$ cat src/psr_map.svh
`ifndef PSR_MAP_SVH
`define PSR_MAP_SVH

// Register addresses on the management port.
`define PSR_ADDR_LIVE_STATUS 5'h11
`define PSR_ADDR_IRQ_MASK    5'h12
`define PSR_ADDR_EVT_STATUS  5'h13

// Live status bit positions.
`define PSR_ST_SPEED     14
`define PSR_ST_TX        13
`define PSR_ST_RX        12
`define PSR_ST_COL       11
`define PSR_ST_LINK      10
`define PSR_ST_DUPLEX    9
`define PSR_ST_AN_MODE   8
`define PSR_ST_AN_DONE   7
`define PSR_ST_POLARITY  5
`define PSR_ST_PAUSE     4
`define PSR_ST_ERROR     3

// Mask register bit positions.
`define PSR_MK_AN_DONE   7
`define PSR_MK_SPEED     6
`define PSR_MK_DUPLEX    5
`define PSR_MK_LINK      4
`define PSR_MK_GLOBAL    1
`define PSR_MK_FORCE     0

// Event status bit positions.
`define PSR_EV_AN_DONE   7
`define PSR_EV_SPEED     6
`define PSR_EV_DUPLEX    5
`define PSR_EV_LINK      4
`define PSR_EV_PENDING   2

// Writable bits of the mask register, and reset values.
`define PSR_MASK_WMASK   16'h00F3
`define PSR_MASK_RESET   16'h0000
`define PSR_STATUS_RESET 16'h0000

`endif

$ cat src/psr_pkg.sv
package psr_pkg;

	// Live line state presented by the physical layer.
	typedef struct packed {
		logic speed_100;
		logic tx_active;
		logic rx_active;
		logic collision;
		logic link_up;
		logic full_duplex;
		logic an_enabled;
		logic an_complete;
		logic polarity_inv;
		logic pause_cap;
		logic error_seen;
	} psr_line_s;

	// Management register access request.
	typedef struct packed {
		logic       rd;
		logic       wr;
		logic [4:0] addr;
		logic [15:0] wdata;
	} psr_req_s;

endpackage

$ cat src/psr_regs.sv
`timescale 1ns/1ps
`default_nettype none
`include "psr_map.svh"

// Notes on behaviour
// RULE_01: Speed bit reads 1 while running 100 Mb/s twisted pair.
// RULE_02: Transmit bit reads 1 only while a packet is sent.
// RULE_03: Receive bit reads 1 only while a packet arrives.
// RULE_04: Collision bit reads 1 for as long as collision lasts.
// RULE_05: Link bit reads 1 when link is established.
// RULE_06: Duplex bit reads 1 for full duplex, 0 for half.
// RULE_07: Negotiation-mode bit reads 1 in automatic mode, 0 in manual.
// RULE_08: Negotiation-complete bit mirrors the basic status completion bit.
// RULE_09: Polarity bit reads 1 when received polarity is inverted.
// RULE_10: Pause bit reads 1 when device is pause capable.
// RULE_11: Error bit reads 1 when an error such as remote fault occurred.
// RULE_12: Negotiation-complete event interrupts only while its mask is 1.
// RULE_13: Speed-change event interrupts only while its mask is 1.
// RULE_14: Duplex-change event interrupts only while its mask is 1.
// RULE_15: Link-change event interrupts only while its mask is 1.
// RULE_16: Global enable at 0 disables all interrupt signalling; the force bit still drives the interrupt output.
// RULE_17: Force bit at 1 drives the interrupt output active.
// RULE_18: Host writes reserved mask bits as zero and ignores them.
// RULE_19: Pending bit reads 1 while an interrupt is pending.
// RULE_20: Change flags stay set until event status is read.
// RULE_21: Interrupt = enable and masked latched event, or force.
module psr_regs
	import psr_pkg::*;
(
	// Clock and reset.
	input  wire logic        core_clk,
	input  wire logic        resetn,
	// Live line state.
	input  wire psr_line_s   line,
	// Management register port.
	input  wire psr_req_s    req,
	output logic [15:0]      rdata,
	output logic             rvalid,
	// Interrupt toward the station manager.
	output logic             mgmt_irq_out
);

	logic [15:0] phy_live_status;
	logic [15:0] next_phy_live_status;
	logic [15:0] event_interrupt_mask;
	logic [15:0] next_event_interrupt_mask;
	logic [7:4]  evt_flag;
	logic [7:4]  next_evt_flag;
	logic [7:4]  evt_pulse;
	logic [2:0]  prev_line;
	logic [2:0]  next_prev_line;
	logic        prev_done;
	logic        next_prev_done;
	logic        pending;
	logic [15:0] next_rdata;
	logic        next_rvalid;
	logic        next_irq;
	logic        evt_read;

	always_comb
	begin
		next_phy_live_status = `PSR_STATUS_RESET;
		next_phy_live_status[`PSR_ST_SPEED]    = line.speed_100;    // [RULE_01]
		next_phy_live_status[`PSR_ST_TX]       = line.tx_active;    // [RULE_02]
		next_phy_live_status[`PSR_ST_RX]       = line.rx_active;    // [RULE_03]
		next_phy_live_status[`PSR_ST_COL]      = line.collision;    // [RULE_04]
		next_phy_live_status[`PSR_ST_LINK]     = line.link_up;      // [RULE_05]
		next_phy_live_status[`PSR_ST_DUPLEX]   = line.full_duplex;  // [RULE_06]
		next_phy_live_status[`PSR_ST_AN_MODE]  = line.an_enabled;   // [RULE_07]
		next_phy_live_status[`PSR_ST_AN_DONE]  = line.an_complete;  // [RULE_08]
		next_phy_live_status[`PSR_ST_POLARITY] = line.polarity_inv; // [RULE_09]
		next_phy_live_status[`PSR_ST_PAUSE]    = line.pause_cap;    // [RULE_10]
		next_phy_live_status[`PSR_ST_ERROR]    = line.error_seen;   // [RULE_11]
	end

	// Changes are judged against the sampled status so a glitch on the inputs
	// between samples cannot raise an event without a visible status change.
	always_comb
	begin
		next_prev_line = {next_phy_live_status[`PSR_ST_SPEED],
			next_phy_live_status[`PSR_ST_DUPLEX],
			next_phy_live_status[`PSR_ST_LINK]};
		next_prev_done = next_phy_live_status[`PSR_ST_AN_DONE];
		evt_pulse[`PSR_EV_SPEED]   = prev_line[2] ^ next_prev_line[2];
		evt_pulse[`PSR_EV_DUPLEX]  = prev_line[1] ^ next_prev_line[1];
		evt_pulse[`PSR_EV_LINK]    = prev_line[0] ^ next_prev_line[0];
		evt_pulse[`PSR_EV_AN_DONE] = next_prev_done & ~prev_done;
		evt_read = req.rd && (req.addr == `PSR_ADDR_EVT_STATUS);
		// A new event in the reading cycle survives the clear.
		next_evt_flag = (evt_read ? 4'h0 : evt_flag) | evt_pulse; // [RULE_20]
		next_event_interrupt_mask = event_interrupt_mask;
		if (req.wr && (req.addr == `PSR_ADDR_IRQ_MASK))
		begin
			// Reserved bits are dropped; they always read as zero.
			next_event_interrupt_mask = req.wdata & `PSR_MASK_WMASK; // [RULE_18]
		end
	end

	// The mask gates each latched event; the global enable gates them all.
	always_comb
	begin
		pending = |(evt_flag & event_interrupt_mask[7:4]); // [RULE_12] [RULE_13] [RULE_14] [RULE_15]
		next_irq = (event_interrupt_mask[`PSR_MK_GLOBAL] & pending) // [RULE_16] [RULE_21]
			| event_interrupt_mask[`PSR_MK_FORCE]; // [RULE_17]
	end

	always_comb
	begin
		next_rdata  = 16'h0000;
		next_rvalid = req.rd;
		case (req.addr)
			`PSR_ADDR_LIVE_STATUS: next_rdata = phy_live_status;
			`PSR_ADDR_IRQ_MASK:    next_rdata = event_interrupt_mask;
			`PSR_ADDR_EVT_STATUS:
			begin
				next_rdata[7:4] = evt_flag;
				next_rdata[`PSR_EV_PENDING] = mgmt_irq_out; // [RULE_19]
			end
			default:               next_rdata = 16'h0000;
		endcase
		if (!req.rd)
		begin
			next_rdata = rdata;
		end
	end

	always_ff @(posedge core_clk or negedge resetn)
	begin
		if (!resetn)
		begin
			phy_live_status      <= `PSR_STATUS_RESET;
			event_interrupt_mask <= `PSR_MASK_RESET;
			evt_flag             <= 4'h0;
			prev_line            <= 3'h0;
			prev_done            <= 1'b0;
			rdata                <= 16'h0000;
			rvalid               <= 1'b0;
			mgmt_irq_out         <= 1'b0;
		end
		else
		begin
			phy_live_status      <= next_phy_live_status;
			event_interrupt_mask <= next_event_interrupt_mask;
			evt_flag             <= next_evt_flag;
			prev_line            <= next_prev_line;
			prev_done            <= next_prev_done;
			rdata                <= next_rdata;
			rvalid               <= next_rvalid;
			mgmt_irq_out         <= next_irq;
		end
	end

	a_live_speed: assert property ( // [RULE_01]
		@(posedge core_clk) disable iff (!resetn)
		1'b1 |=> phy_live_status[`PSR_ST_SPEED] == $past(line.speed_100))
		else $error("speed bit does not follow line");

	a_live_tx: assert property ( // [RULE_02]
		@(posedge core_clk) disable iff (!resetn)
		line.tx_active |=> phy_live_status[`PSR_ST_TX])
		else $error("transmit bit not set");

	a_tx_idle: assert property ( // [RULE_02]
		@(posedge core_clk) disable iff (!resetn)
		!line.tx_active |=> !phy_live_status[`PSR_ST_TX])
		else $error("transmit bit set while idle");

	a_live_rx: assert property ( // [RULE_03]
		@(posedge core_clk) disable iff (!resetn)
		!line.rx_active |=> !phy_live_status[`PSR_ST_RX])
		else $error("receive bit set while idle");

	a_rx_busy: assert property ( // [RULE_03]
		@(posedge core_clk) disable iff (!resetn)
		line.rx_active |=> phy_live_status[`PSR_ST_RX])
		else $error("receive bit not set");

	a_live_col: assert property ( // [RULE_04]
		@(posedge core_clk) disable iff (!resetn)
		line.collision [*2] |=> phy_live_status[`PSR_ST_COL])
		else $error("collision bit dropped");

	a_col_clear: assert property ( // [RULE_04]
		@(posedge core_clk) disable iff (!resetn)
		!line.collision |=> !phy_live_status[`PSR_ST_COL])
		else $error("collision bit set without collision");

	a_live_link: assert property ( // [RULE_05]
		@(posedge core_clk) disable iff (!resetn)
		$rose(line.link_up) |=> phy_live_status[`PSR_ST_LINK])
		else $error("link bit not set");

	a_link_down: assert property ( // [RULE_05]
		@(posedge core_clk) disable iff (!resetn)
		!line.link_up |=> !phy_live_status[`PSR_ST_LINK])
		else $error("link bit set while link is down");

	a_live_duplex: assert property ( // [RULE_06]
		@(posedge core_clk) disable iff (!resetn)
		1'b1 |=> phy_live_status[`PSR_ST_DUPLEX] == $past(line.full_duplex))
		else $error("duplex bit wrong");

	a_live_anmode: assert property ( // [RULE_07]
		@(posedge core_clk) disable iff (!resetn)
		1'b1 |=> phy_live_status[`PSR_ST_AN_MODE] == $past(line.an_enabled))
		else $error("negotiation mode bit wrong");

	a_live_andone: assert property ( // [RULE_08]
		@(posedge core_clk) disable iff (!resetn)
		1'b1 |=> phy_live_status[`PSR_ST_AN_DONE] == $past(line.an_complete))
		else $error("negotiation done bit wrong");

	a_live_polarity: assert property ( // [RULE_09]
		@(posedge core_clk) disable iff (!resetn)
		1'b1 |=> phy_live_status[`PSR_ST_POLARITY] == $past(line.polarity_inv))
		else $error("polarity bit wrong");

	a_live_pause: assert property ( // [RULE_10]
		@(posedge core_clk) disable iff (!resetn)
		1'b1 |=> phy_live_status[`PSR_ST_PAUSE] == $past(line.pause_cap))
		else $error("pause bit wrong");

	a_live_error: assert property ( // [RULE_11]
		@(posedge core_clk) disable iff (!resetn)
		1'b1 |=> phy_live_status[`PSR_ST_ERROR] == $past(line.error_seen))
		else $error("error bit wrong");

	// The flag is set on the same edge that the status bit moves.
	a_andone_evt: assert property ( // [RULE_12]
		@(posedge core_clk) disable iff (!resetn)
		$rose(phy_live_status[`PSR_ST_AN_DONE]) |-> evt_flag[`PSR_EV_AN_DONE])
		else $error("negotiation done event not latched");

	a_speed_evt: assert property ( // [RULE_20]
		@(posedge core_clk) disable iff (!resetn)
		$changed(phy_live_status[`PSR_ST_SPEED]) |-> evt_flag[`PSR_EV_SPEED])
		else $error("speed change not latched");

	a_duplex_evt: assert property ( // [RULE_20]
		@(posedge core_clk) disable iff (!resetn)
		$changed(phy_live_status[`PSR_ST_DUPLEX]) |-> evt_flag[`PSR_EV_DUPLEX])
		else $error("duplex change not latched");

	a_link_evt: assert property ( // [RULE_20]
		@(posedge core_clk) disable iff (!resetn)
		$changed(phy_live_status[`PSR_ST_LINK]) |-> evt_flag[`PSR_EV_LINK])
		else $error("link change not latched");

	a_flag_hold: assert property ( // [RULE_20]
		@(posedge core_clk) disable iff (!resetn)
		evt_flag[`PSR_EV_LINK] && !evt_read |=> evt_flag[`PSR_EV_LINK])
		else $error("link change flag lost before read");

	a_flag_clear: assert property ( // [RULE_20]
		@(posedge core_clk) disable iff (!resetn)
		evt_read && prev_line[0] == line.link_up |=> !evt_flag[`PSR_EV_LINK])
		else $error("link change flag not cleared by read");

	a_irq_andone: assert property ( // [RULE_12]
		@(posedge core_clk) disable iff (!resetn)
		evt_flag[`PSR_EV_AN_DONE] && event_interrupt_mask[`PSR_MK_AN_DONE]
		&& event_interrupt_mask[`PSR_MK_GLOBAL] |=> mgmt_irq_out)
		else $error("negotiation done event did not interrupt");

	a_irq_speed: assert property ( // [RULE_13]
		@(posedge core_clk) disable iff (!resetn)
		evt_flag[`PSR_EV_SPEED] && event_interrupt_mask[`PSR_MK_SPEED]
		&& event_interrupt_mask[`PSR_MK_GLOBAL] |=> mgmt_irq_out)
		else $error("speed event did not interrupt");

	a_irq_duplex: assert property ( // [RULE_14]
		@(posedge core_clk) disable iff (!resetn)
		evt_flag[`PSR_EV_DUPLEX] && event_interrupt_mask[`PSR_MK_DUPLEX]
		&& event_interrupt_mask[`PSR_MK_GLOBAL] |=> mgmt_irq_out)
		else $error("duplex event did not interrupt");

	a_irq_link: assert property ( // [RULE_15]
		@(posedge core_clk) disable iff (!resetn)
		evt_flag[`PSR_EV_LINK] && event_interrupt_mask[`PSR_MK_LINK]
		&& event_interrupt_mask[`PSR_MK_GLOBAL] |=> mgmt_irq_out)
		else $error("link event did not interrupt");

	a_irq_masked: assert property ( // [RULE_13]
		@(posedge core_clk) disable iff (!resetn)
		(evt_flag & event_interrupt_mask[7:4]) == 4'h0
		&& !event_interrupt_mask[`PSR_MK_FORCE] |=> !mgmt_irq_out)
		else $error("interrupt raised by masked event");

	a_irq_global: assert property ( // [RULE_16]
		@(posedge core_clk) disable iff (!resetn)
		!event_interrupt_mask[`PSR_MK_GLOBAL]
		&& !event_interrupt_mask[`PSR_MK_FORCE] |=> !mgmt_irq_out)
		else $error("interrupt while globally disabled");

	a_irq_force: assert property ( // [RULE_17]
		@(posedge core_clk) disable iff (!resetn)
		event_interrupt_mask[`PSR_MK_FORCE] |=> mgmt_irq_out)
		else $error("force bit did not drive interrupt");

	a_mask_resv: assert property ( // [RULE_18]
		@(posedge core_clk) disable iff (!resetn)
		(event_interrupt_mask & ~`PSR_MASK_WMASK) == 16'h0000)
		else $error("reserved mask bits stored");

	a_mask_write: assert property ( // [RULE_16]
		@(posedge core_clk) disable iff (!resetn)
		req.wr && req.addr == `PSR_ADDR_IRQ_MASK |=> event_interrupt_mask
		== ($past(req.wdata) & `PSR_MASK_WMASK))
		else $error("mask write not stored");

	a_read_mask: assert property ( // [RULE_18]
		@(posedge core_clk) disable iff (!resetn)
		req.rd && req.addr == `PSR_ADDR_IRQ_MASK
		|=> rdata == $past(event_interrupt_mask))
		else $error("mask read returned wrong value");

	a_read_status: assert property ( // [RULE_05]
		@(posedge core_clk) disable iff (!resetn)
		req.rd && req.addr == `PSR_ADDR_LIVE_STATUS
		|=> rdata == $past(phy_live_status))
		else $error("status read returned wrong value");

	a_read_unmapped: assert property ( // [RULE_18]
		@(posedge core_clk) disable iff (!resetn)
		req.rd && req.addr > `PSR_ADDR_EVT_STATUS |=> rdata == 16'h0000)
		else $error("unmapped read not zero");

	a_pending_bit: assert property ( // [RULE_19]
		@(posedge core_clk) disable iff (!resetn)
		req.rd && req.addr == `PSR_ADDR_EVT_STATUS
		|=> rdata[`PSR_EV_PENDING] == $past(mgmt_irq_out))
		else $error("pending bit does not show the interrupt");

	a_rvalid_pulse: assert property ( // [RULE_19]
		@(posedge core_clk) disable iff (!resetn)
		1'b1 |=> rvalid == $past(req.rd))
		else $error("read answer not one cycle after request");

	// Read data must stand between reads; the host may sample it late.
	a_rdata_hold: assert property ( // [RULE_19]
		@(posedge core_clk) disable iff (!resetn)
		!req.rd |=> $stable(rdata))
		else $error("read data changed without a read");

endmodule // psr_regs
`default_nettype wire

$ cat config.mk
export PLATFORM = sky130hd
export DESIGN_NAME = psr_regs
export DESIGN_NICKNAME = d
export VERILOG_FILES = /design/src/psr_pkg.sv /design/src/psr_regs.sv
export VERILOG_INCLUDE_DIRS = /design/src
export SDC_FILE = /design/constraint.sdc
export NUM_CORES = 1
export LEC_CHECK = 0
export ABC_AREA = 1
export BUFFER_PORTS_ARGS = -buffer_cell sky130_fd_sc_hd__buf_2
export CORE_MARGIN = 4
export CORE_UTILIZATION = 43
export DETAILED_ROUTE_END_ITERATION = 12
export PLACE_DENSITY_LB_ADDON = 0.12
export SYNTH_ARGS = -nofsm -noshare
export SYNTH_HDL_FRONTEND = slang
export SYNTH_SLANG_ARGS = --single-unit
export TNS_END_PERCENT = 50
$ cat constraint.sdc
create_clock -name core_clk -period 0.8 [get_ports core_clk]
set_input_delay 0.08 -clock core_clk [delete_from_list [all_inputs] [get_ports core_clk]]
set_output_delay 0.08 -clock core_clk [all_outputs]
set_load 0.005 [all_outputs]
-- Word level (Yosys, flattened, before mapping)
Cells that the tools add are included.
- register bits: 43
- input port bits: 36
- output and inout port bits: 18
- word-level logic and storage cells: 29
- eq/ne operators: 3
- mux-type cells: 6
- bitwise operators: 9
- reduce and logical (&&, ||, !) cells: 3
- operator list (operator ; count):
    equality test 5 bit, second input constant ; 3
    one-hot mux 4 bit (3 select lines) ; 1
    2-to-1 mux 7 bit ; 1
    AND 4 bit ; 1
    2-to-1 mux 4 bit ; 1
    OR 4 bit ; 1
    OR reduction 4 bit ; 1
    XOR 1 bit ; 3
    AND 1 bit ; 2
    logical AND 1 bit ; 2
    2-to-1 mux 1 bit ; 2
    2-to-1 mux 2 bit ; 1
    inverter 1 bit ; 1
    OR 1 bit ; 1

-- Longest topological paths before layout
- depth after elaboration: 4
- mapped depth: 7

-- Worst setup path after synthesis
Ideal clock, no wire load.
- kind: reg-to-reg
- from: register event_interrupt_mask[4]
- to: register mgmt_irq_out
- library setup time: 123 ps
- arrival: 671 ps
- required time: 677 ps
- path slack: 6 ps
- cell stages (with the launch flop): 5
- path buffers: 0
- path through: dfrtp_1 > nand2_1 > o21ai_0 > o21ai_0 > nand2_1
- cells in the longest elaborated chain, start to end: 4
- RTL lines (what ; line ; text):
    start: declaration ; psr_regs.sv:45 ; logic [15:0] event_interrupt_mask;
    start signal: assignment ; psr_regs.sv:132 ; event_interrupt_mask <= `PSR_MASK_RESET;
    start signal: assignment ; psr_regs.sv:143 ; event_interrupt_mask <= next_event_interrupt_mask;
    AND 4 bit ; psr_regs.sv:102 ; pending = |(evt_flag & event_interrupt_mask[7:4]);
    OR reduction 4 bit ; psr_regs.sv:102 ;
    AND 1 bit ; psr_regs.sv:103 ; next_irq = (event_interrupt_mask[`PSR_MK_GLOBAL] & pending)
    OR 1 bit ; psr_regs.sv:103 ;
    named net next_irq ; psr_regs.sv:57 ; logic next_irq;
    end signal: assignment ; psr_regs.sv:149 ; mgmt_irq_out <= next_irq;
    end: declaration ; psr_regs.sv:40 ; output logic mgmt_irq_out
The timed path passes the listed nets, and every way through them passes these cells.
A chain may end at the register's enable or synchronous reset.

-- Worst setup path after layout
- from: register rdata[6]
- to: output port rdata[6]
- RTL lines (what ; line ; text):
    start: declaration ; psr_regs.sv:37 ; output logic [15:0] rdata,
    start signal: assignment ; psr_regs.sv:147 ; rdata <= next_rdata;
No word-level cell between the ends.

==> flow_summary.toml <==
[sta]
fin_crit_ns = 0.943
rsz0062_at_grt = "true"
post-route-period-util = 1.18
hold_viol = 0
finalSetupViolCount = 19
setup_ws_ns = -0.143
finClkSkew_ns = 0.00382
slew_viol_final = 0
clock.fmax_ghz = 1.06
finalSetupTns_ns = -2.26

[synthesis]
synth.avg_cell_area_um2 = 10.1
yosys.area.top_type_share = 0.628
ys_seq_area_frac = 0.628
yosys_register_bits = 38
yosysTopAreaCell = "dfrtp_1"
synthTopCellsByArea = "dfrtp_1 (63%), nand2_1 (11%), o21ai_0 (6.3%)"
yosys_warnings = 0
synth_cells = 150
syn_nets = 186
yosysUniqueCellTypes = 19
synthesis.area_um2 = 1510

[hold_path]
min_path_cells = 3
hp-class = "in2reg"

[layout]
n_fill_cell = 305
drive_gt1_frac = 0.371
diodes = 0
synthToLayoutAreaGrowth_pct = 46.8
nets = 272

[worst_setup_path]
max_stage_delay_ns = 0.41
cp_num_cells = 1
worstPathMaxFanout = 2
required_ns = 0.72
end_kind = "output pin"
path_class = "reg2out"
start_kind = "register"
cp.arrival_ns = 0.86
r2r_cells = 4
path_delay_family = "flip-flops"
cp_slowest_cell = "dfrtp_1"
path_buf_inv = 1
path_cells = "buf_2"

[floorplan]
io_pins = 54
initial_core_util = 0.450
die_w_um = 67.3
rows = 21
core_area_um2 = 3360
dieArea_um2 = 4530
die_y_um = 67.3

[global_routing]
grt_pass1_wl_mm = 6.13
grt_overflow = 0
grt_pass1_vias = 1339
grt_max_degree = 39
antenna_found_initial = 0
track_usage = 0.186

[drt]
drc_errors = 0
ant_nets = 0
wirelength_mm = 3.63
via_per_inst = 4.65
vias = 1316
wire_per_inst_um = 12.8
drt_iter0_drc = 44
dr.pass1.iters = 4

[job]
drv_cap = 0

[cts]
clk_pin_slew_worst_paths_ns = 0.10
clk_latency_ns = 0.33
htreeDepth = 2
clkSinkCount = 38
cts_max_path_buffers = 2
cts_tree = "yes"
cts-buffers-inserted = 5
cts-root-buf = "clkbuf_4"

[status]
outcome = "complete, but fails checks"
violations = "negative setup slack"

[pwr]
p_sw_frac = 0.252
comb_power_share = 0.164
power_frac_seq = 0.567
ir_worst_vdd_uv = 929
intPower_uw = 2810
power.density_nw_per_um2 = 1690
p_switching_uw = 945
p_leak_uw = 0.00116
power_frac_clock = 0.269

[place]
dpl.hpwl_mm = 2.46
gp_congestion = 0.820
portBuffers = 42
dpl_worst_slack_ns = -0.158
## flip-flops by register name, summed over array words and instances, names as in the netlist
| register | flops |
|---|---|
| phy_live_status | 9 |
| rdata | 15 |
| event_interrupt_mask | 6 |
| prev_line | 2 |
| rvalid | 1 |
| evt_flag | 4 |
| mgmt_irq_out | 1 |
## cells in the final DEF, fill, tap and decap left out, types with 3 or more instances in the layout
cell	netlist	routed
buf_2	1	42
clkbuf_4	0	5
buf_4	2	23
o21ai_1	0	4
nand3_1	5	5
dfrtp_1	38	38
inv_1	12	11
nor2_4	3	3
o21ai_0	19	14
dlygate4sd3_1	0	18
nand4_1	10	10
inv_2	2	3
nand2_1	44	43
## metrics by stage
| step | util | instances | total power [µW] | instance area [µm²] | hold WS (ns) |
|---|---|---|---|---|---|
| after floorplan | - | 150 | 2350 | 1510 | -0.216 |
| after global placement | 0.555 | 245 | 2640 | 1870 | 0.0578 |
| after detailed placement | 0.555 | 245 | 2650 | 1870 | 0.0600 |
| after CTS | 0.640 | 276 | 3780 | 2150 | 0.0254 |
| after global routing | 0.661 | 283 | 3990 | 2220 | 0.0641 |
| final | 0.661 | 283 | 3750 | 2220 | 0.0509 |
## cell families after synthesis
| group | Yosys count | synth area share |
|---|---|---|
| compound gates | 24 | 0.0868 |
| xor+xnor | 3 | 0.0174 |
| flops | 38 | 0.628 |
| other cells | 1 | 0.00248 |
| simple gates | 64 | 0.205 |
| buf+inv | 20 | 0.0603 |
## power groups by stage
stage | sequential (µW) | clock (µW) | combinational, µW
6_report | 2130 | 1010 | 614
5_1_grt | 2140 | 1150 | 696
4_1_cts | 2130 | 1060 | 593
3_5_place_dp | 2160 | 0 | 488
3_3_place_gp | 2160 | 0 | 479
2_1_floorplan | 2140 | 0 | 209
## path summary, 6_finish.rpt
kind | endpoint | start | slack, ns
max in group asynchronous | rdata[14] | resetn | 0.38
hold / removal | evt_flag[6] | line[10] | 0.05
min in group asynchronous | rdata[0] | resetn | 0.24
setup reg to reg | rdata[6] | rdata[6] | -0.06
hold reg to reg | evt_flag[7] | phy_live_status[7] | 0.49
setup / recovery | rdata[6] | rdata[6] | -0.14
## metal layers
| layer | routed length [µm] | up-vias | track usage | share of wire |
|---|---|---|---|---|
| li1 | - | 660 | - | - |
| met2 | 1730 | 45 | 0.292 | 0.48 |
| met1 | 1610 | 604 | 0.245 | 0.44 |
| met4 | 65 | 0 | 0.0810 | 0.018 |
| met3 | 219 | 7 | 0.0433 | 0.060 |
| met5 | 0 | - | 0 | 0 |
## synthesized netlist by cell type
master and instances:
nand2_1 44, dfrtp_1 38, o21ai_0 19, inv_1 12
nand4_1 10, nand3_1 5, nor2_4 3, xnor2_1 3
buf_4 2, clkbuf_1 2, inv_2 2, o22ai_1 2
o31ai_1 2, buf_2 1, buf_6 1, conb_1 1
nand3_4 1, nor2_2 1, o21ai_2 1
## final cells by class
type                    count  area, µm²  share of cell area
well taps                  46       57.6              0.0259
clock inverters             1       5.00             0.00225
clock buffers               7       55.1              0.0248
repair buffers             85        603               0.271
inverters                  14       52.6              0.0236
multi-input cells          92        498               0.224
flip-flops and latches     38        951               0.428
## timing repair
action / CTS / global route
endpoints found under the hold margin: 57 / 0
hold buffers: 18 / 0
resized for setup: 4 / 7
gates cloned: 0 / 0
endpoints found under the setup margin: 20 / 28
pin swaps: 4 / 6
setup buffers: 5 / 7
No activity file was read; power rests on OpenSTA's default activity.
